<file path="src/verilog/ccr_pkg.sv">
`default_nettype none
// ------------------------------------------------------------
// shared constants of the coalescing / message register bank
// ------------------------------------------------------------
package ccr_pkg;

    // register byte addresses
    localparam logic [7:0] ADDR_COALESCE_ENABLE = 8'h14;
    localparam logic [7:0] ADDR_PORT_SELECT = 8'h18;
    localparam logic [7:0] ADDR_BUF_LOCATION = 8'h1c;
    localparam logic [7:0] ADDR_MSG_CONTROL = 8'h20;

    // field positions
    localparam int LOC_OFFSET_LSB = 16;
    localparam int CTL_PM_BIT = 27;
    localparam int CTL_HW_LED_BIT = 26;
    localparam int CTL_XMT_ONLY_BIT = 25;
    localparam int CTL_SINGLE_BUF_BIT = 24;
    localparam int TRANSMIT_MESSAGE_REQUEST_BIT = 8;
    localparam int EN_BIT = 0;

    // values after reset
    localparam logic [31:0] PORT_SELECT_RST = 32'h0000_0000;
    localparam logic EN_RST = 1'b0;
    localparam logic TM_RST = 1'b0;

    // default buffer placement, in 32-bit words (plain values)
    localparam logic [15:0] BUF_WORD_OFFSET_DEF = 16'h0040;
    localparam logic [15:0] BUF_WORD_SIZE_DEF = 16'h0010;

    // timer tick: longest time, so it rounds down
    localparam int CLK_PERIOD_NS = 50;
    localparam int TIMER_TICK_NS = 1000000;
    localparam int TICK_CYCLES_DEF = TIMER_TICK_NS / CLK_PERIOD_NS;

    localparam int NUM_PORTS = 32;
    localparam int BUF_ADDR_W = 20;

endpackage : ccr_pkg
`default_nettype wire

</file>
<file path="src/verilog/ccr_regs.sv">
// What this block does
// - each port select bit stands for one port, bit 0 for port 0, set means coalesced.
// - a newly written port selection is in use within one 1 ms timer tick.
// - completions are coalesced only for selected ports and only while enabled.
// - the upper half of the location register gives the fixed buffer word offset.
// - the lower half gives the fixed nonzero transmit buffer size in words.
// - transmit buffer sits at four times the offset, receive buffer right after it unless the single buffer bit is set.
// - a fixed bit tells whether port multiplier messages are supported.
// - with the hardware led bit set the activity led is made here, software value ignored.
// - after reset the hardware activity led stays off until the first transmit request.
// - a fixed bit tells transmit-only operation, which turns receiving off.
// - with the single buffer bit set one buffer serves both ways, no unsolicited receive.
// - with the single buffer bit clear separate buffers allow unsolicited receive, unless the transmit-only bit is set.
// - a transmit request sends the buffer and clears when sending is done.
`timescale 1ns/1ps
`default_nettype none

module ccr_regs
    import ccr_pkg::*;
#(
    parameter logic [15:0] BUF_WORD_OFFSET = BUF_WORD_OFFSET_DEF, // value arbitrary
    parameter logic [15:0] BUF_WORD_SIZE = BUF_WORD_SIZE_DEF, // nonzero
    parameter logic PM_SUPPORT = 1'b0, // port multiplier messages
    parameter logic HW_LED = 1'b1, // activity led from hardware
    parameter logic XMT_ONLY = 1'b0, // transmit only
    parameter logic SINGLE_BUF = 1'b0, // one shared buffer
    parameter int TICK_CYCLES = TICK_CYCLES_DEF // cycles per timer tick
) (
    input wire logic pclk, // controller clock
    input wire logic presetn, // async reset, active low
    input wire logic psel, // apb select
    input wire logic penable, // apb access phase
    input wire logic pwrite, // apb direction
    input wire logic [7:0] paddr, // apb byte address
    input wire logic [31:0] pwdata, // apb write data
    input wire logic [3:0] pstrb, // apb byte strobes
    output logic [31:0] prdata, // apb read data
    output logic pready, // apb ready
    output logic pslverr, // apb error, unmapped address
    input wire logic [31:0] cmd_done, // per port completion pulses
    output logic [31:0] coalesced_done, // completions routed to coalescing
    output logic [31:0] direct_done, // completions reported directly
    output logic [31:0] coalesce_ports_active, // selection in use
    input wire logic msg_sent, // transport finished a message
    output logic msg_send_start, // pulse: start sending buffer
    output logic msg_busy, // transmit request pending
    input wire logic activity_in, // raw drive activity
    input wire logic sw_activity_led, // led value from software message
    output logic activity_led, // activity led drive
    output logic rx_enable, // receiving allowed
    output logic unsolicited_rx_enable, // unsolicited receive allowed
    output logic [19:0] tx_buf_byte_offset, // transmit buffer byte offset
    output logic [19:0] rx_buf_byte_offset // receive buffer byte offset
);

    // ------------------------------------------------------------
    // apb slave
    // ------------------------------------------------------------
    logic pready_q;
    logic pslverr_q;
    logic [31:0] prdata_q;
    logic [31:0] rd_mux;
    logic mapped;
    logic access;
    logic xfer_wr;

    assign access = psel & penable;
    // write lands on the edge that samples pready high
    assign xfer_wr = access & pready_q & pwrite & mapped;

    logic [31:0] sel_q;
    logic en_q;
    logic tm_q;
    logic armed_q;

    // address decode and read mux
    always_comb begin
        mapped = 1'b1;
        rd_mux = 32'h0000_0000;
        case (paddr)
            ADDR_COALESCE_ENABLE: rd_mux[EN_BIT] = en_q;
            ADDR_PORT_SELECT: rd_mux = sel_q;
            ADDR_BUF_LOCATION: rd_mux = {BUF_WORD_OFFSET, BUF_WORD_SIZE};
            ADDR_MSG_CONTROL: begin
                rd_mux[CTL_PM_BIT] = PM_SUPPORT;
                rd_mux[CTL_HW_LED_BIT] = HW_LED;
                rd_mux[CTL_XMT_ONLY_BIT] = XMT_ONLY;
                rd_mux[CTL_SINGLE_BUF_BIT] = SINGLE_BUF;
                rd_mux[TRANSMIT_MESSAGE_REQUEST_BIT] = tm_q;
            end
            default: mapped = 1'b0;
        endcase
    end

    // one wait state so every bus output comes from a flop
    always_ff @(posedge pclk or negedge presetn) begin
        if (!presetn) begin
            pready_q <= 1'b0;
            pslverr_q <= 1'b0;
            prdata_q <= 32'h0000_0000;
        end else begin
            pready_q <= access & ~pready_q;
            pslverr_q <= access & ~pready_q & ~mapped;
            if (access & ~pready_q & ~pwrite) begin
                prdata_q <= rd_mux;
            end else if (~access) begin
                prdata_q <= 32'h0000_0000;
            end
        end
    end

    assign prdata = prdata_q;
    assign pready = pready_q;
    assign pslverr = pslverr_q;

    // ------------------------------------------------------------
    // coalescing selection and enable
    // ------------------------------------------------------------
    logic wr_sel;
    logic wr_en;
    assign wr_sel = xfer_wr && (paddr == ADDR_PORT_SELECT);
    assign wr_en = xfer_wr && (paddr == ADDR_COALESCE_ENABLE);

    // byte strobes honoured on the selection word
    always_ff @(posedge pclk or negedge presetn) begin
        if (!presetn) begin
            sel_q <= PORT_SELECT_RST;
        end else if (wr_sel) begin
            for (int b = 0; b < 4; b++) begin
                if (pstrb[b]) begin
                    sel_q[b*8 +: 8] <= pwdata[b*8 +: 8];
                end
            end
        end
    end

    // global enable
    always_ff @(posedge pclk or negedge presetn) begin
        if (!presetn) begin
            en_q <= EN_RST;
        end else if (wr_en && pstrb[0]) begin
            en_q <= pwdata[EN_BIT];
        end
    end

    // ------------------------------------------------------------
    // timer tick
    // ------------------------------------------------------------
    logic [31:0] tick_cnt_q;
    logic tick_q;
    logic [31:0] active_sel_q;

    // free running so a new selection never waits past one tick
    always_ff @(posedge pclk or negedge presetn) begin
        if (!presetn) begin
            tick_cnt_q <= 32'h0000_0000;
            tick_q <= 1'b0;
        end else if (tick_cnt_q == 32'(TICK_CYCLES - 1)) begin
            tick_cnt_q <= 32'h0000_0000;
            tick_q <= 1'b1;
        end else begin
            tick_cnt_q <= tick_cnt_q + 32'h0000_0001;
            tick_q <= 1'b0;
        end
    end

    // selection switches only on a tick boundary
    always_ff @(posedge pclk or negedge presetn) begin
        if (!presetn) begin
            active_sel_q <= PORT_SELECT_RST;
        end else if (tick_q) begin
            active_sel_q <= sel_q;
        end
    end

    // ------------------------------------------------------------
    // per port completion routing
    // ------------------------------------------------------------
    logic [31:0] coal_q;
    logic [31:0] direct_q;
    logic [31:0] act_q;

    genvar gi;
    generate
        for (gi = 0; gi < NUM_PORTS; gi++) begin : g_port
            // bit gi belongs to port gi
            always_ff @(posedge pclk or negedge presetn) begin
                if (!presetn) begin
                    coal_q[gi] <= 1'b0;
                    direct_q[gi] <= 1'b0;
                    act_q[gi] <= 1'b0;
                end else begin
                    coal_q[gi] <= cmd_done[gi] & active_sel_q[gi] & en_q;
                    direct_q[gi] <= cmd_done[gi] & ~(active_sel_q[gi] & en_q);
                    act_q[gi] <= active_sel_q[gi] & en_q;
                end
            end
        end
    endgenerate

    assign coalesced_done = coal_q;
    assign direct_done = direct_q;
    assign coalesce_ports_active = act_q;

    // ------------------------------------------------------------
    // transmit request and activity led
    // ------------------------------------------------------------
    logic tm_set;
    logic start_q;
    logic led_q;
    assign tm_set = xfer_wr && (paddr == ADDR_MSG_CONTROL) && pstrb[1] && pwdata[TRANSMIT_MESSAGE_REQUEST_BIT];

    // a new request in the done cycle wins over the clear
    always_ff @(posedge pclk or negedge presetn) begin
        if (!presetn) begin
            tm_q <= TM_RST;
            start_q <= 1'b0;
        end else begin
            tm_q <= tm_set | (tm_q & ~msg_sent);
            start_q <= tm_set & (~tm_q | msg_sent);
        end
    end

    // armed by the first transmit request after reset
    always_ff @(posedge pclk or negedge presetn) begin
        if (!presetn) begin
            armed_q <= 1'b0;
        end else if (tm_set) begin
            armed_q <= 1'b1;
        end
    end

    // hardware mode never looks at the software led value
    always_ff @(posedge pclk or negedge presetn) begin
        if (!presetn) begin
            led_q <= 1'b0;
        end else if (HW_LED) begin
            led_q <= armed_q & activity_in;
        end else begin
            led_q <= sw_activity_led;
        end
    end

    assign msg_busy = tm_q;
    assign msg_send_start = start_q;
    assign activity_led = led_q;

    // ------------------------------------------------------------
    // buffer placement and direction
    // ------------------------------------------------------------
    logic rx_en_q;
    logic unsol_q;
    logic [19:0] tx_off_q;
    logic [19:0] rx_off_q;
    localparam logic [19:0] TX_OFF = {2'b00, BUF_WORD_OFFSET, 2'b00};
    localparam logic [19:0] SIZE_BYTES = {2'b00, BUF_WORD_SIZE, 2'b00};
    // shared buffer means receive uses the transmit area
    localparam logic [19:0] RX_OFF = SINGLE_BUF ? TX_OFF : TX_OFF + SIZE_BYTES;

    // fixed values, held in flops for clean outputs
    always_ff @(posedge pclk or negedge presetn) begin
        if (!presetn) begin
            rx_en_q <= ~XMT_ONLY;
            unsol_q <= ~XMT_ONLY & ~SINGLE_BUF;
            tx_off_q <= TX_OFF;
            rx_off_q <= RX_OFF;
        end else begin
            rx_en_q <= rx_en_q;
            unsol_q <= unsol_q;
            tx_off_q <= tx_off_q;
            rx_off_q <= rx_off_q;
        end
    end

    assign rx_enable = rx_en_q;
    assign unsolicited_rx_enable = unsol_q;
    assign tx_buf_byte_offset = tx_off_q;
    assign rx_buf_byte_offset = rx_off_q;

    logic rd_loc;
    logic rd_ctl;
    assign rd_loc = access & pready_q & ~pwrite & (paddr == ADDR_BUF_LOCATION);
    assign rd_ctl = access & pready_q & ~pwrite & (paddr == ADDR_MSG_CONTROL);
endmodule // ccr_regs
`default_nettype wire

</file>
<file path="config.mk">
export PLATFORM = sky130hd
export DESIGN_NAME = ccr_regs
export DESIGN_NICKNAME = d
export VERILOG_FILES = /design/src/verilog/ccr_pkg.sv /design/src/verilog/ccr_regs.sv
export SDC_FILE = /design/constraint.sdc
export NUM_CORES = 1
export LEC_CHECK = 0
export BUFFER_PORTS_ARGS = -buffer_cell sky130_fd_sc_hd__buf_2
export CORE_ASPECT_RATIO = 0.6
export CORE_MARGIN = 1
export CORE_UTILIZATION = 50
export CTS_CLUSTER_DIAMETER = 30
export DETAILED_ROUTE_END_ITERATION = 8
export PLACE_DENSITY = 0.78
export SETUP_SLACK_MARGIN = 0.2
export SYNTH_ARGS = -nofsm -noshare
export SYNTH_HDL_FRONTEND = slang
export SYNTH_SLANG_ARGS = --single-unit
</file>
<file path="constraint.sdc">
create_clock -name pclk -period 2.39 [get_ports pclk]
set_clock_uncertainty 0.2 [all_clocks]
set_input_delay 0.1195 -clock pclk [delete_from_list [all_inputs] [get_ports pclk]]
set_output_delay 0.1195 -clock pclk [all_outputs]
set_load 0.02 [all_outputs]
</file>
== After elaboration in Yosys (flattened, before gate mapping) ==
Cells that the tools add are included.
Storage, ports and cells
  word-level logic and storage cells: 317
  output and inout bits: 175
  register bits: 232
Cells by class
  muxes and demuxes: 11
  reduce and logical (&&, ||, !) cells: 11
  eq/ne operators: 6
  bitwise operators: 177
  add/subtract/negate cells: 1
Operator list (number)
  $and 1x1->1: 138
  $mux 32: 3
  $not 1->1: 37
  $add 32x1->32 const B: 1
  $eq 32x15->1 const B: 1
  $pmux 15 s2: 1
  $eq 8x5->1 const B: 3
  $pmux 7 s2: 1
  $eq 8x6->1 const B: 1
  $pmux 4 s2: 1
  $reduce_and 2->1: 4
  $logic_and 1x1->1: 6
  $mux 4: 1
  $pmux 1 s2: 2
  $reduce_or 4->1: 1
  $mux 1: 2
  $ne 2x1->1 const B: 1
  $or 1x1->1: 2

== Logic depth before layout (Yosys ltp) ==
Gate-level depths: netlist of the first run.
  depth after elaboration: 8
  depth in mapped cells: 6
  mapped depth without buffers: 5

== Least setup slack after synthesis of the first run ==
No wires, ideal clock.
  path kind: input -> register
  from: input paddr[1]
  to: register sel_q[15]
  setup time: 0.128 ns
  arrival: 1.561 ns
  setup slack: 0.502 ns
  stages on the path: 5
  cells stage by stage: or4_1 buf_6 nor3_4 nand2_4 mux2_1
Between the ends
  cells in the longest elaborated chain, start to end: 6
  elaborated cells between the ends (all ways): 9
RTL lines
  start, declared: line ccr_regs.sv:34  | input wire logic [7:0] paddr,
  $eq 8x5->1 (tied with other cells): line ccr_regs.sv:80, ccr_regs.sv:121
  $reduce_or 4->1 (no source line)
  $mux 1: line ccr_regs.sv:80  | case (paddr)
  $and 1x1->1: line ccr_regs.sv:69  | assign xfer_wr = access & pready_q & pwrite & mapped;
  $logic_and 1x1->1 *: line ccr_regs.sv:121  | assign wr_sel = xfer_wr && (paddr == ADDR_PORT_SELECT);
  $reduce_and 2->1 (no source line) *
  end signal, assigned by index: line ccr_regs.sv:131  | sel_q[b*8 +: 8] <= pwdata[b*8 +: 8];
  end, declared: line ccr_regs.sv:71  | logic [31:0] sel_q;
Mark *: on every way between the ends. The rest lies on a longest branch, timed or not.
A chain may end at the register's enable or synchronous reset.

== Worst setup path after layout of the first run ==
  from: register pready_q (netlist: pready)
  to: register start_q (netlist: msg_send_start)
Between the ends
  cells in the longest elaborated chain, start to end: 7
RTL lines
  start, declared: line ccr_regs.sv:59  | logic pready_q;
  start signal, assigned: line ccr_regs.sv:102  | pready_q <= access & ~pready_q;
  $and 1x1->1
  $and 1x1->1 (2 in series): line ccr_regs.sv:69
  $logic_and 1x1->1 (3 in series): line ccr_regs.sv:211  | assign tm_set = xfer_wr && (paddr == ADDR_MSG_CONTROL) && pstrb[1] && pwdata[TRANSMIT_MESSAGE_REQUEST_BIT];
  $and 1x1->1: line ccr_regs.sv:220  | start_q <= tm_set & (~tm_q | msg_sent);
  end signal, assigned: line ccr_regs.sv:220
  end, declared: line ccr_regs.sv:209  | logic start_q;
No other way between the ends.

==> flow_summary.html, run 1 <==
<table>
<tr><th>Metric</th><th>Value</th></tr>
<tr><th colspan="2">Synth</th></tr>
<tr><td>Sequential element share of the synthesized area</td><td>around two thirds</td></tr>
<tr><td>Adder and majority cell fraction of the synthesized area</td><td>0.142%</td></tr>
<tr><td>Main combinational cell family by area after synthesis</td><td>simple AND/OR/NAND/NOR gates</td></tr>
<tr><td>Fraction of the mapped netlist area in simple logic gates</td><td>14.4%</td></tr>
<tr><td>Post-synthesis area per instance</td><td>about 14 um2</td></tr>
<tr><td>Synthesized flop and latch total</td><td>232</td></tr>
<tr><td>Area leader, netlist</td><td>dfrtp_1</td></tr>
<tr><td>Fraction of the mapped netlist area in compound gates</td><td>3.96%</td></tr>
<tr><td>XOR/XNOR share of the synthesized area</td><td>2.58%</td></tr>
<tr><td>Post-synth EDFFs</td><td>0</td></tr>
<tr><td>Synth area leaders</td><td>dfrtp_1 (66%), mux2_2 (7.9%), buf_4 (3.6%), a22o_1 (2.8%), and2_1 (2.6%)</td></tr>
<tr><td>Leading register cell type out of synthesis</td><td>dfrtp_1</td></tr>
<tr><td>Synth top area share</td><td>65.7%</td></tr>
<tr><td>Yosys warning total</td><td>0</td></tr>
<tr><td>Syn Inst Count</td><td>642</td></tr>
<tr><td>Mux cell area share after synthesis</td><td>about 8.4%</td></tr>
<tr><td>Fraction of registers with async set or reset after synthesis</td><td>100%</td></tr>
<tr><td>Synthesized cell area</td><td>8840 um2</td></tr>
<tr><td>Number of unique standard cell types used by synthesis</td><td>47</td></tr>
<tr><th colspan="2">Power and ir drop</th></tr>
<tr><td>Areal power density over the cells</td><td>748 nW/um2</td></tr>
<tr><td>Internal power</td><td>0.00702 W</td></tr>
<tr><td>Seq pwr share</td><td>between 40% and 50%</td></tr>
<tr><td>Sw Pwr</td><td>approximately 0.0020 W</td></tr>
<tr><td>Clk network pwr share</td><td>50.9%</td></tr>
<tr><td>Worst voltage drop across the vdd grid</td><td>about 550 uV</td></tr>
<tr><td>Proportion of total power due to net switching</td><td>22.1%</td></tr>
<tr><td>Combinational cell fraction of total power</td><td>under 10%</td></tr>
<tr><td>Lkg Pwr</td><td>6.44 nW</td></tr>
<tr><th colspan="2">STA</th></tr>
<tr><td>Minimum clock period after layout</td><td>2.15 ns</td></tr>
<tr><td>RSZ-0062 raised after global routing</td><td>no</td></tr>
<tr><td>Number of pins with negative max-slew slack in the final report</td><td>0</td></tr>
<tr><td>Accumulated negative setup slack</td><td>0 ns</td></tr>
<tr><td>Transition time of the tightest slew-check pin</td><td>0.594 ns</td></tr>
<tr><td>Final setup violation count</td><td>0</td></tr>
<tr><td>Max-Slew Margin vs Limit</td><td>60.3%</td></tr>
<tr><td>Share of the cycle needed by the critical path after routing</td><td>89.8%</td></tr>
<tr><td>Number of endpoints with negative hold slack in the final report</td><td>0</td></tr>
<tr><td>Fmax achieved</td><td>0.466 GHz</td></tr>
<tr><th colspan="2">Detailed routing</th></tr>
<tr><td>DR vias</td><td>6164</td></tr>
<tr><td>Drt via density</td><td>5.03</td></tr>
<tr><td>Iteration-0 DRC count of the detailed router</td><td>297</td></tr>
<tr><td>Antenna Nets Post-Route</td><td>0</td></tr>
<tr><td>Total detailed-routing wirelength</td><td>around 21000 um</td></tr>
<tr><td>Iteration count of the initial detailed-routing pass</td><td>4</td></tr>
<tr><td>Post-detailed-route DRC marker count</td><td>0</td></tr>
<tr><td>Routed len/inst</td><td>17.0 um</td></tr>
<tr><th colspan="2">Global routing</th></tr>
<tr><td>GR met1 Demand/Resource</td><td>between 30% and 40%</td></tr>
<tr><td>Gr busiest metal</td><td>met2</td></tr>
<tr><td>Overflow after GRT</td><td>0</td></tr>
<tr><td>Largest net degree at the start of global routing</td><td>between 60 and 70</td></tr>
<tr><td>Global routing usage summed across all routing layers</td><td>22.9%</td></tr>
<tr><td>Met3 GRT Util</td><td>under 10%</td></tr>
<tr><td>M2 GR Usage</td><td>between 30% and 40%</td></tr>
<tr><td>Wire length of the first global-routing pass</td><td>between 30000 and 40000 um</td></tr>
<tr><td>Via count of the first global-routing pass</td><td>6290</td></tr>
<tr><td>Number of antenna violations at the first check in global routing</td><td>0</td></tr>
<tr><th colspan="2">Die</th></tr>
<tr><td>Count of pins on the block boundary</td><td>259</td></tr>
<tr><td>Total Die Area</td><td>18200 um2</td></tr>
<tr><td># rows</td><td>37</td></tr>
<tr><td>Starting density of the core</td><td>51.3%</td></tr>
<tr><td>Height of the chip</td><td>105 um</td></tr>
<tr><td>Horiz. Die Dim</td><td>around 170 um</td></tr>
<tr><td>Area of the placeable core</td><td>17200 um2</td></tr>
<tr><th colspan="2">Placement</th></tr>
<tr><td>PortBufs</td><td>215</td></tr>
<tr><td>Final weighted congestion in routability-driven placement</td><td>between 0.8 and 0.9</td></tr>
<tr><td>Half-perimeter wire length of the detailed placement result</td><td>13400 um</td></tr>
<tr><th colspan="2">Critical path</th></tr>
<tr><td>Reg-to-Reg Start</td><td>pready</td></tr>
<tr><td>Endpoint kind of the worst setup timing path</td><td>flop</td></tr>
<tr><td>CP max stage delay</td><td>0.62 ns</td></tr>
<tr><td>Worst Reg-to-Reg Cells</td><td>4</td></tr>
<tr><td>Data arrival, critical path</td><td>about 2.4 ns</td></tr>
<tr><td>Critical Path RT</td><td>roughly 2.6 ns</td></tr>
<tr><td>Worst setup path class</td><td>reg -&gt; reg</td></tr>
<tr><td>Slowest library cell on the worst path</td><td>dlygate4sd3_1</td></tr>
<tr><td>Startpoint class of the critical path</td><td>flop</td></tr>
<tr><td>Worst setup path startpoint</td><td>pready</td></tr>
<tr><td>Register-to-register setup slack</td><td>around 0.24 ns</td></tr>
<tr><td>Cell-by-cell trace of the critical path</td><td>nand4_1 &gt; or4_4 &gt; dlygate4sd3_1 &gt; a21oi_1</td></tr>
<tr><td>Count of buffering cells on the critical path with inverters included</td><td>1</td></tr>
<tr><td>Reg-to-reg critical path endpoint</td><td>msg_send_start</td></tr>
<tr><td>Crit Path Max Fanout</td><td>4</td></tr>
<tr><td>Delay-heaviest family, CP</td><td>simple AND/OR/NAND/NOR gates</td></tr>
<tr><th colspan="2">Clock network</th></tr>
<tr><td>TritonCTS clock tree</td><td>yes</td></tr>
<tr><td>Longest Clk Path Bufs</td><td>3</td></tr>
<tr><td>H-tree depth</td><td>1</td></tr>
<tr><td>Clock Pin Slew Worst Setup and Hold Paths</td><td>0.06 ns</td></tr>
<tr><td>Buffer type at the clock tree root</td><td>clkbuf_16</td></tr>
<tr><td>TritonCTS Sinks</td><td>232</td></tr>
<tr><td>Clock latency at the later pin of the worst-skew pair</td><td>0.52 ns</td></tr>
<tr><td>Number of CTS-inserted buffers</td><td>31</td></tr>
<tr><th colspan="2">Final layout</th></tr>
<tr><td>Area growth, synth to finish</td><td>36.3%</td></tr>
<tr><td>Most frequent standard cell in the layout excluding fill and tap cells</td><td>dfrtp_1</td></tr>
<tr><td>End-of-flow core utilization</td><td>69.9%</td></tr>
<tr><td>Nets@finish</td><td>1052</td></tr>
<tr><td>Number of filler cells placed in the layout</td><td>1205</td></tr>
<tr><td>Most frequent cells in the layout</td><td>dfrtp_1 (230), buf_2 (214), dlygate4sd3_1 (84)</td></tr>
<tr><td>Proportion of layout cells with a drive suffix above 1</td><td>36.4%</td></tr>
<tr><td>Antenna cell count</td><td>0</td></tr>
<tr><td>Multi-input gate area in the final layout</td><td>2780 um2</td></tr>
<tr><td>Combined flip-flop and latch cell area</td><td>5810 um2</td></tr>
<tr><th colspan="2">Worst hold path</th></tr>
<tr><td>Worst hold path cell count</td><td>4</td></tr>
<tr><td>Worst Min Path Start</td><td>paddr[6]</td></tr>
<tr><td>Hold/Removal Path Class</td><td>in -&gt; reg</td></tr>
<tr><td>Worst Hold End</td><td>pslverr</td></tr>
<tr><th colspan="2">Job</th></tr>
<tr><td>Max Cap Viol</td><td>0</td></tr>
<tr><th colspan="2">Run status</th></tr>
<tr><td>Outcome</td><td>finished, final reports clean</td></tr>
</table>
## state kept, by name (all words and copies together), names as in the netlist
| register | cells |
|---|---|
| armed_q | 1 |
| pslverr | 1 |
| msg_busy | 1 |
| coalesce_ports_active | 32 |
| active_sel_q | 32 |
| pready | 1 |
| activity_led | 1 |
| tick_q | 1 |
| prdata | 32 |
| coalesced_done | 32 |
| en_q | 1 |
| msg_send_start | 1 |
| tick_cnt_q | 32 |
| direct_done | 32 |
| sel_q | 32 |
## layout make-up
| type | instances | area share, % |
|---|---|---|
| Multi-Input combinational cell | 382 | 23.1 |
| Tap cell | 234 | 2.43 |
| Clock inverter | 19 | 1.82 |
| Timing Repair Buffer | 315 | 17.3 |
| Inverter | 5 | 0.156 |
| Sequential cell | 232 | 48.2 |
| Clock buffer | 38 | 6.99 |
## power groups by stage
stage	Clock (W)	Combinational (W)	Sequential, W
2_1_floorplan	0	0.000150	0.00408
3_3_place_gp	0	0.000345	0.00404
3_5_place_dp	0	0.000349	0.00404
4_1_cts	0.00465	0.000454	0.00397
5_1_grt	0.00483	0.000498	0.00397
6_report	0.00458	0.000457	0.00397
## worst register-to-register path: cells and delay by family, from the launching register on
kind | cells | cell delay (ns)
flip-flops | 1 | 0.40
AND/OR/NAND/NOR | 2 | 0.70
AO/OA/AOI/OAI | 1 | 0.15
buffers and inverters | 1 | 0.62
## cell usage after synthesis, types with 11 or more instances
library cell	number
a22o_1	28
and2_1	37
and3_1	37
buf_4	42
clkbuf_1	14
dfrtp_1	232
mux2_2	62
nand2_1	16
nand3_1	13
nand4_1	20
nor2_1	11
nor2b_1	34
xnor2_1	23
## how the worst max path moves through the flow
stage                      to  slack [ns]  cells past startpoint
2_1_floorplan       sel_q[15]        0.50                      5
3_3_place_gp        sel_q[28]        0.18                      5
3_5_place_dp         sel_q[7]        0.17                      5
4_1_cts        msg_send_start        0.25                      4
5_1_grt        msg_send_start        0.20                      4
6_report       msg_send_start        0.24                      4
## routing by layer
| metal | vias up | part of all wire, % |
|---|---|---|
| li1 | 2821 | - |
| met1 | 3071 | 45 |
| met2 | 240 | 47 |
| met3 | 32 | 6.4 |
| met4 | 0 | 2.0 |
| met5 | - | 0 |
## per-stage QoR
| stage | setup slack [ns] | total power (W) | instances | area, um2 | hold WS (ns) |
|---|---|---|---|---|---|
| 5_1_grt | 0.201 | 0.00930 | 1225 | 12000 | 0.0813 |
| 2_1_floorplan | 0.502 | 0.00423 | 682 | 8990 | -0.376 |
| 3_5_place_dp | 0.167 | 0.00439 | 1083 | 10100 | -0.109 |
| 6_report | 0.244 | 0.00901 | 1225 | 12000 | 0.0549 |
| 4_1_cts | 0.250 | 0.00908 | 1224 | 12000 | 0.0133 |
| 3_3_place_gp | 0.179 | 0.00438 | 1083 | 10100 | -0.114 |
## cell families after synthesis
logic type,Yosys count
compound gates,43
xor+xnor,26
simple gates,205
buf+inv,68
fa+ha+maj,1
flops,232
mux,65
other cells,2
## what timing repair did
action / 4_1_cts / 5_1_grt
hold buffers: 84 / 0
gates resized for setup: 0 / 1
setup endpoints to repair: 0 / 4
setup buffers: 0 / 1
hold endpoints to repair: 340 / 0
(Power assumes the default switching activity.)
==> inputs of run 2 (changes only) <==
Settings changed: REMOVE_ABC_BUFFERS set to 1.
==> run 2 against run 1 <==
  * Clock-buffer cell count rose by 2
  * Setup slack worse by 0.0031 ns
  * Wire length rose by 2.9%
  * Global-route usage increased by 1.1 points
  * Via count increased by 0.60%
  * Sequential power barely moved
  * Core utilization up 0.41 points
  * Critical path depth grew 2
  * Die area unchanged
  * Clock power rose by 5.2%
  * Total power increased by 2.7%
  * First-iteration DRC count rose by 8.8%
  * Critical path type unchanged
  * Critical endpoint is now en_q
  * Largest cell class unchanged
==> flow_summary.html, run 2 (synthesis gave the netlist of run 1 again) <==
<table>
<tr><th>Metric</th><th>Value</th></tr>
<tr><th colspan="2">Final layout</th></tr>
<tr><td>Number of filler cells placed in the layout</td><td>around 1200</td></tr>
<tr><td>Most frequent cells in the layout</td><td>dfrtp_1 (230), buf_2 (214), dlygate4sd3_1 (83)</td></tr>
<tr><td>Most frequent standard cell in the layout excluding fill and tap cells</td><td>dfrtp_1</td></tr>
<tr><td>Area growth, synth to finish</td><td>37.1%</td></tr>
<tr><td>Nets@finish</td><td>1052</td></tr>
<tr><td>Proportion of layout cells with a drive suffix above 1</td><td>36.9%</td></tr>
<tr><th colspan="2">Critical path</th></tr>
<tr><td>Crit Path Max Fanout</td><td>4</td></tr>
<tr><td>Reg-to-reg critical path endpoint</td><td>en_q</td></tr>
<tr><td>Reg-to-Reg Start</td><td>pready</td></tr>
<tr><td>Startpoint class of the critical path</td><td>flop</td></tr>
<tr><td>Register-to-register setup slack</td><td>0.24 ns</td></tr>
<tr><td>Worst setup path startpoint</td><td>pready</td></tr>
<tr><td>Worst Reg-to-Reg Cells</td><td>6</td></tr>
<tr><td>Critical Path RT</td><td>2.55 ns</td></tr>
<tr><td>Crit path capture</td><td>en_q</td></tr>
<tr><td>Data arrival, critical path</td><td>2.31 ns</td></tr>
<tr><td>Worst setup path class</td><td>reg -&gt; reg</td></tr>
<tr><td>Endpoint kind of the worst setup timing path</td><td>flop</td></tr>
<tr><th colspan="2">Power and ir drop</th></tr>
<tr><td>Areal power density over the cells</td><td>between 700 and 800 nW/um2</td></tr>
<tr><td>Worst voltage drop across the vdd grid</td><td>504 uV</td></tr>
<tr><td>Total power</td><td>0.00925 W</td></tr>
<tr><td>Lkg Pwr</td><td>between 6 and 7 nW</td></tr>
<tr><th colspan="2">Global routing</th></tr>
<tr><td>GR met1 Demand/Resource</td><td>33.0%</td></tr>
<tr><td>Largest net degree at the start of global routing</td><td>73</td></tr>
<tr><td>Gr busiest metal</td><td>met2</td></tr>
<tr><td>Wire length of the first global-routing pass</td><td>34100 um</td></tr>
<tr><td>Global routing usage summed across all routing layers</td><td>24.0%</td></tr>
<tr><td>Number of antenna violations at the first check in global routing</td><td>1</td></tr>
<tr><td>Overflow after GRT</td><td>0</td></tr>
<tr><td>Met3 GRT Util</td><td>6.99%</td></tr>
<tr><td>M2 GR Usage</td><td>about 37%</td></tr>
<tr><td>Via count of the first global-routing pass</td><td>approximately 6300</td></tr>
<tr><th colspan="2">Detailed routing</th></tr>
<tr><td>Drt via density</td><td>5.06</td></tr>
<tr><td>Total detailed-routing wirelength</td><td>21400 um</td></tr>
<tr><td>Iteration count of the initial detailed-routing pass</td><td>4</td></tr>
<tr><td>Antenna Nets Post-Route</td><td>0</td></tr>
<tr><td>Post-detailed-route DRC marker count</td><td>0</td></tr>
<tr><td>Routed len/inst</td><td>17.5 um</td></tr>
<tr><td>Iteration-0 DRC count of the detailed router</td><td>323</td></tr>
<tr><td>DR vias</td><td>6201</td></tr>
<tr><th colspan="2">Placement</th></tr>
<tr><td>PortBufs</td><td>215</td></tr>
<tr><td>Final weighted congestion in routability-driven placement</td><td>0.827</td></tr>
<tr><td>Half-perimeter wire length of the detailed placement result</td><td>about 13000 um</td></tr>
<tr><td>Worst slack at placement</td><td>between 0.15 and 0.2 ns</td></tr>
<tr><th colspan="2">STA</th></tr>
<tr><td>Minimum clock period after layout</td><td>approximately 2.1 ns</td></tr>
<tr><td>Fmax achieved</td><td>0.465 GHz</td></tr>
<tr><td>Final setup slack of the worst path</td><td>0.241 ns</td></tr>
<tr><td>Share of the cycle needed by the critical path after routing</td><td>89.9%</td></tr>
<tr><td>Number of pins with negative max-slew slack in the final report</td><td>0</td></tr>
<tr><td>RSZ-0062 raised after global routing</td><td>no</td></tr>
<tr><td>Max-Slew Margin vs Limit</td><td>37.6%</td></tr>
<tr><td>Transition time of the tightest slew-check pin</td><td>between 0.9 and 1 ns</td></tr>
<tr><td>Accumulated negative setup slack</td><td>0 ns</td></tr>
<tr><td>Final setup violation count</td><td>0</td></tr>
<tr><td>Number of endpoints with negative hold slack in the final report</td><td>0</td></tr>
<tr><th colspan="2">Clock network</th></tr>
<tr><td>TritonCTS Sinks</td><td>232</td></tr>
<tr><td>H-tree depth</td><td>2</td></tr>
<tr><td>Number of CTS-inserted buffers</td><td>34</td></tr>
<tr><td>Longest Clk Path Bufs</td><td>3</td></tr>
<tr><td>TritonCTS clock tree</td><td>yes</td></tr>
<tr><td>Buffer type at the clock tree root</td><td>clkbuf_16</td></tr>
<tr><td>Clock Pin Slew Worst Setup and Hold Paths</td><td>0.05 ns</td></tr>
<tr><td>Clock latency at the later pin of the worst-skew pair</td><td>0.49 ns</td></tr>
<tr><th colspan="2">Run status</th></tr>
<tr><td>Outcome</td><td>finished, final reports clean</td></tr>
<tr><th colspan="2">Die</th></tr>
<tr><td># rows</td><td>37</td></tr>
<tr><td>Count of pins on the block boundary</td><td>259</td></tr>
<tr><td>Height of the chip</td><td>between 100 and 150 um</td></tr>
<tr><td>Horiz. Die Dim</td><td>174 um</td></tr>
<tr><td>Total Die Area</td><td>18200 um2</td></tr>
<tr><td>Starting density of the core</td><td>approximately half</td></tr>
<tr><td>Area of the placeable core</td><td>~17000 um2</td></tr>
<tr><th colspan="2">Worst hold path</th></tr>
<tr><td>Worst hold path cell count</td><td>4</td></tr>
<tr><td>Hold/Removal Path Class</td><td>in -&gt; reg</td></tr>
<tr><th colspan="2">Job</th></tr>
<tr><td>Max Cap Viol</td><td>0</td></tr>
</table>
run 2: power breakdown:
| part | switching, W | internal (W) |
|---|---|---|
| clock | 0.00188 | 0.00295 |
| sequential | 0.0000105 | 0.00396 |
| combinational | 0.000274 | 0.000187 |
run 2: stage by stage:
stage                     std cells  hold slack [ns]  utilization [%]  cell area, um2
after CTS                      1223          0.00284             70.2           12100
after floorplan                 619           -0.376                -            8580
after global placement         1081           -0.122             58.9           10100
after global routing           1226            0.108             70.4           12100
after detailed placement       1081           -0.119             58.9           10100
final                          1226           0.0885             70.4           12100
run 2: routing by layer:
metal | share of wire (%) | vias up
met5 | 0 | -
met4 | 2.4 | 0
met3 | 7.4 | 43
met2 | 45 | 248
met1 | 45 | 3080
li1 | - | 2830
run 2: worst min-delay path by stage:
stage / from / end / slack (ns)
floorplan: presetn / active_sel_q[0] / -0.38
global placement: presetn / active_sel_q[23] / -0.12
detailed placement: presetn / active_sel_q[23] / -0.12
CTS: paddr[6] / pslverr / 0.003
global route: paddr[4] / prdata[26] / 0.11
finish: paddr[4] / prdata[26] / 0.09
run 2: area by class of cell:
class	instances	area, um2	area share, %
Antenna cell	1	2.50	0.0207
Clock buffer	40	923	7.62
Clock inverter	20	199	1.64
Inverter	5	18.8	0.155
Multi-Input combinational cell	382	2790	23.0
Sequential cell	232	5810	47.9
Tap cell	234	293	2.42
Timing Repair Buffer	312	2080	17.2
run 2: worst max-delay path, stage by stage (launching register included):
cell           delay [ns]
dfrtp_1              0.37
nand4_1              0.10
buf_4                0.17
nor2_2               0.13
nand4_1              0.15
dlygate4sd3_1        0.62
mux2_2               0.29
run 2: what timing repair did:
| action | CTS | global route |
|---|---|---|
| endpoints found under the hold margin | 340 | 1 |
| hold buffers | 82 | 1 |
| setup endpoints to repair | 0 | 3 |
| resized for setup | 0 | 3 |
| buffers inserted | 0 | 1 |
==> inputs of run 3 (changes only) <==
Settings changed: CTS_BUF_LIST set to sky130_fd_sc_hd__clkbuf_8, SLEW_MARGIN set to 20.
==> run 3 against run 2 <==
  * Via count decreased by 0.97%
  * Sequential share of layout area increased by 1.7 points
  * Critical endpoint is now sel_q[3]
  * Sequential power about the same
  * Cell count unchanged
  * Core utilization decreased by 2.4 points
  * Hold slack got worse by 0.086 ns
  * Design area decreased by 3.4%
  * Setup slack improved by 0.024 ns
==> flow_summary.html, run 3 (synthesis gave the netlist of run 1 again) <==
<table>
<tr><th>Metric</th><th>Value</th></tr>
<tr><th colspan="2">Detailed routing</th></tr>
<tr><td>Drt via density</td><td>~5.0</td></tr>
<tr><td>Antenna Nets Post-Route</td><td>0</td></tr>
<tr><td>DR vias</td><td>6141</td></tr>
<tr><td>Total detailed-routing wirelength</td><td>21000 um</td></tr>
<tr><td>Iteration-0 DRC count of the detailed router</td><td>between 200 and 300</td></tr>
<tr><td>Post-detailed-route DRC marker count</td><td>0</td></tr>
<tr><td>Iteration count of the initial detailed-routing pass</td><td>4</td></tr>
<tr><td>Routed len/inst</td><td>17.1 um</td></tr>
<tr><th colspan="2">Final layout</th></tr>
<tr><td>Proportion of layout cells with a drive suffix above 1</td><td>36.1%</td></tr>
<tr><td>Area growth, synth to finish</td><td>32.4%</td></tr>
<tr><td>Number of filler cells placed in the layout</td><td>1269</td></tr>
<tr><td>Nets@finish</td><td>between 1000 and 1500</td></tr>
<tr><td>Most frequent cells in the layout</td><td>dfrtp_1 (230), buf_2 (214), dlygate4sd3_1 (83)</td></tr>
<tr><td>Post-route insts no fill</td><td>1226</td></tr>
<tr><td>Most frequent standard cell in the layout excluding fill and tap cells</td><td>dfrtp_1</td></tr>
<tr><td>Antenna cell count</td><td>0</td></tr>
<tr><th colspan="2">Power and ir drop</th></tr>
<tr><td>Combinational cell fraction of total power</td><td>5.9%</td></tr>
<tr><td>Sw Pwr</td><td>0.00185 W</td></tr>
<tr><td>Internal power</td><td>0.00592 W</td></tr>
<tr><td>Lkg Pwr</td><td>6.30 nW</td></tr>
<tr><td>Areal power density over the cells</td><td>664 nW/um2</td></tr>
<tr><td>Proportion of total power due to net switching</td><td>23.8%</td></tr>
<tr><td>Clk network pwr share</td><td>43.0%</td></tr>
<tr><td>Worst voltage drop across the vdd grid</td><td>428 uV</td></tr>
<tr><td>Seq pwr share</td><td>51.1%</td></tr>
<tr><th colspan="2">STA</th></tr>
<tr><td>Number of pins with negative max-slew slack in the final report</td><td>0</td></tr>
<tr><td>Minimum clock period after layout</td><td>around 2.1 ns</td></tr>
<tr><td>Transition time of the tightest slew-check pin</td><td>1.01 ns</td></tr>
<tr><td>Share of the cycle needed by the critical path after routing</td><td>88.9%</td></tr>
<tr><td>Fmax achieved</td><td>0.471 GHz</td></tr>
<tr><td>RSZ-0062 raised after global routing</td><td>no</td></tr>
<tr><td>Final setup slack of the worst path</td><td>about 0.27 ns</td></tr>
<tr><td>Number of endpoints with negative hold slack in the final report</td><td>0</td></tr>
<tr><td>Final setup violation count</td><td>0</td></tr>
<tr><td>Max-Slew Margin vs Limit</td><td>between 30% and 40%</td></tr>
<tr><th colspan="2">Placement</th></tr>
<tr><td>PortBufs</td><td>215</td></tr>
<tr><td>Final weighted congestion in routability-driven placement</td><td>just over 0.8</td></tr>
<tr><td>Worst slack at placement</td><td>0.173 ns</td></tr>
<tr><td>Placed Cells</td><td>1081</td></tr>
<tr><td>Half-perimeter wire length of the detailed placement result</td><td>about 13000 um</td></tr>
<tr><th colspan="2">Global routing</th></tr>
<tr><td>Number of antenna violations at the first check in global routing</td><td>0</td></tr>
<tr><td>Global routing usage summed across all routing layers</td><td>approximately a quarter</td></tr>
<tr><td>Via count of the first global-routing pass</td><td>6356</td></tr>
<tr><td>Wire length of the first global-routing pass</td><td>33700 um</td></tr>
<tr><td>Largest net degree at the start of global routing</td><td>73</td></tr>
<tr><td>Overflow after GRT</td><td>0</td></tr>
<tr><th colspan="2">Die</th></tr>
<tr><td>Area of the placeable core</td><td>~17000 um2</td></tr>
<tr><td>Count of pins on the block boundary</td><td>259</td></tr>
<tr><td>Horiz. Die Dim</td><td>174 um</td></tr>
<tr><td>Height of the chip</td><td>approximately 100 um</td></tr>
<tr><td>Total Die Area</td><td>18200 um2</td></tr>
<tr><td>Starting density of the core</td><td>51.3%</td></tr>
<tr><td># rows</td><td>37</td></tr>
<tr><th colspan="2">Clock network</th></tr>
<tr><td>TritonCTS Sinks</td><td>~230</td></tr>
<tr><td>H-tree depth</td><td>2</td></tr>
<tr><td>Clock latency at the later pin of the worst-skew pair</td><td>0.51 ns</td></tr>
<tr><td>Number of CTS-inserted buffers</td><td>38</td></tr>
<tr><td>Buffer type at the clock tree root</td><td>clkbuf_8</td></tr>
<tr><td>Longest Clk Path Bufs</td><td>3</td></tr>
<tr><td>TritonCTS clock tree</td><td>yes</td></tr>
<tr><td>Clock Pin Slew Worst Setup and Hold Paths</td><td>~0.07 ns</td></tr>
<tr><th colspan="2">Critical path</th></tr>
<tr><td>Worst setup path class</td><td>in -&gt; reg</td></tr>
<tr><td>Endpoint kind of the worst setup timing path</td><td>flop</td></tr>
<tr><td>Count of buffering cells on the critical path with inverters included</td><td>2</td></tr>
<tr><td>Cell-by-cell trace of the critical path</td><td>buf_2 &gt; dlygate4sd3_1 &gt; nor4bb_1 &gt; nand4_2 &gt; mux2_2</td></tr>
<tr><td>Crit Path Max Fanout</td><td>8</td></tr>
<tr><td>Data arrival, critical path</td><td>2.31 ns</td></tr>
<tr><td>Startpoint class of the critical path</td><td>input pin</td></tr>
<tr><td>Slowest library cell on the worst path</td><td>nor4bb_1</td></tr>
<tr><td>Critical Path RT</td><td>2.57 ns</td></tr>
<tr><td>CP max stage delay</td><td>approximately 0.63 ns</td></tr>
<tr><td>Delay-heaviest family, CP</td><td>simple AND/OR/NAND/NOR gates</td></tr>
<tr><th colspan="2">Worst hold path</th></tr>
<tr><td>Hold/Removal Path Class</td><td>in -&gt; reg</td></tr>
<tr><th colspan="2">Job</th></tr>
<tr><td>Max Cap Viol</td><td>0</td></tr>
<tr><th colspan="2">Run status</th></tr>
<tr><td>Outcome</td><td>finished, final reports clean</td></tr>
</table>
run 3: tightest hold or removal path, delay by kind of cell:
family / cells / cell delay (ns)
simple gates: 2 / 0.23
buf+inv: 1 / 0.12
compound gates: 1 / 0.20
run 3: area by class of cell:
| cell class | instances | area, um2 | area share [%] |
|---|---|---|---|
| Clock buffer | 43 | 592 | 5.06 |
| Clock inverter | 19 | 134 | 1.14 |
| Tap cell | 234 | 293 | 2.50 |
| Timing Repair Buffer | 311 | 2080 | 17.7 |
| Inverter | 5 | 18.8 | 0.160 |
| Sequential cell | 232 | 5810 | 49.6 |
| Multi-Input combinational cell | 382 | 2780 | 23.8 |
run 3: metrics by stage:
stage	instance area, um2	setup TNS (ns)	total power (W)	utilization [%]	hold slack, ns
after floorplan	8580	-10.70	0.00417	-	-0.376
after global placement	10100	0	0.00438	58.9	-0.122
after detailed placement	10100	0	0.00439	58.9	-0.119
after CTS	11700	0	0.00782	67.9	0.00278
after global routing	11700	0	0.00806	68.0	0.0204
final	11700	0	0.00777	68.0	0.00236
run 3: path summary, 6_finish.rpt:
path / start / end / slack [ns] / depth (start not counted)
min reg2reg: armed_q / armed_q / 0.27 / 1
max in group asynchronous: presetn / active_sel_q[22] / 0.83 / 4
min in group asynchronous: presetn / coalesced_done[12] / 0.49 / 3
max: paddr[2] / sel_q[3] / 0.27 / 5
min: paddr[2] / prdata[0] / 0.002 / 4
max reg2reg: pready / en_q / 0.30 / 5
run 3: power groups by stage:
stage | registers (W) | clock network (W) | logic, W
2_1_floorplan | 0.00408 | 0 | 0.0000943
3_3_place_gp | 0.00404 | 0 | 0.000347
3_5_place_dp | 0.00404 | 0 | 0.000352
4_1_cts | 0.00397 | 0.00340 | 0.000455
5_1_grt | 0.00397 | 0.00360 | 0.000499
6_report | 0.00397 | 0.00334 | 0.000456
run 3: routing by layer:
layer,GRT usage [%],part of all wire [%]
met1,32.7,45
met5,0,0
met2,36.5,45
met4,7.46,2.3
met3,6.91,7.8
run 3: what timing repair did:
item	4_1_cts	5_1_grt
hold endpoints to repair	340	0
buffers inserted	0	0
endpoints found under the setup margin	0	2
hold buffers	83	0
resized for setup	0	1
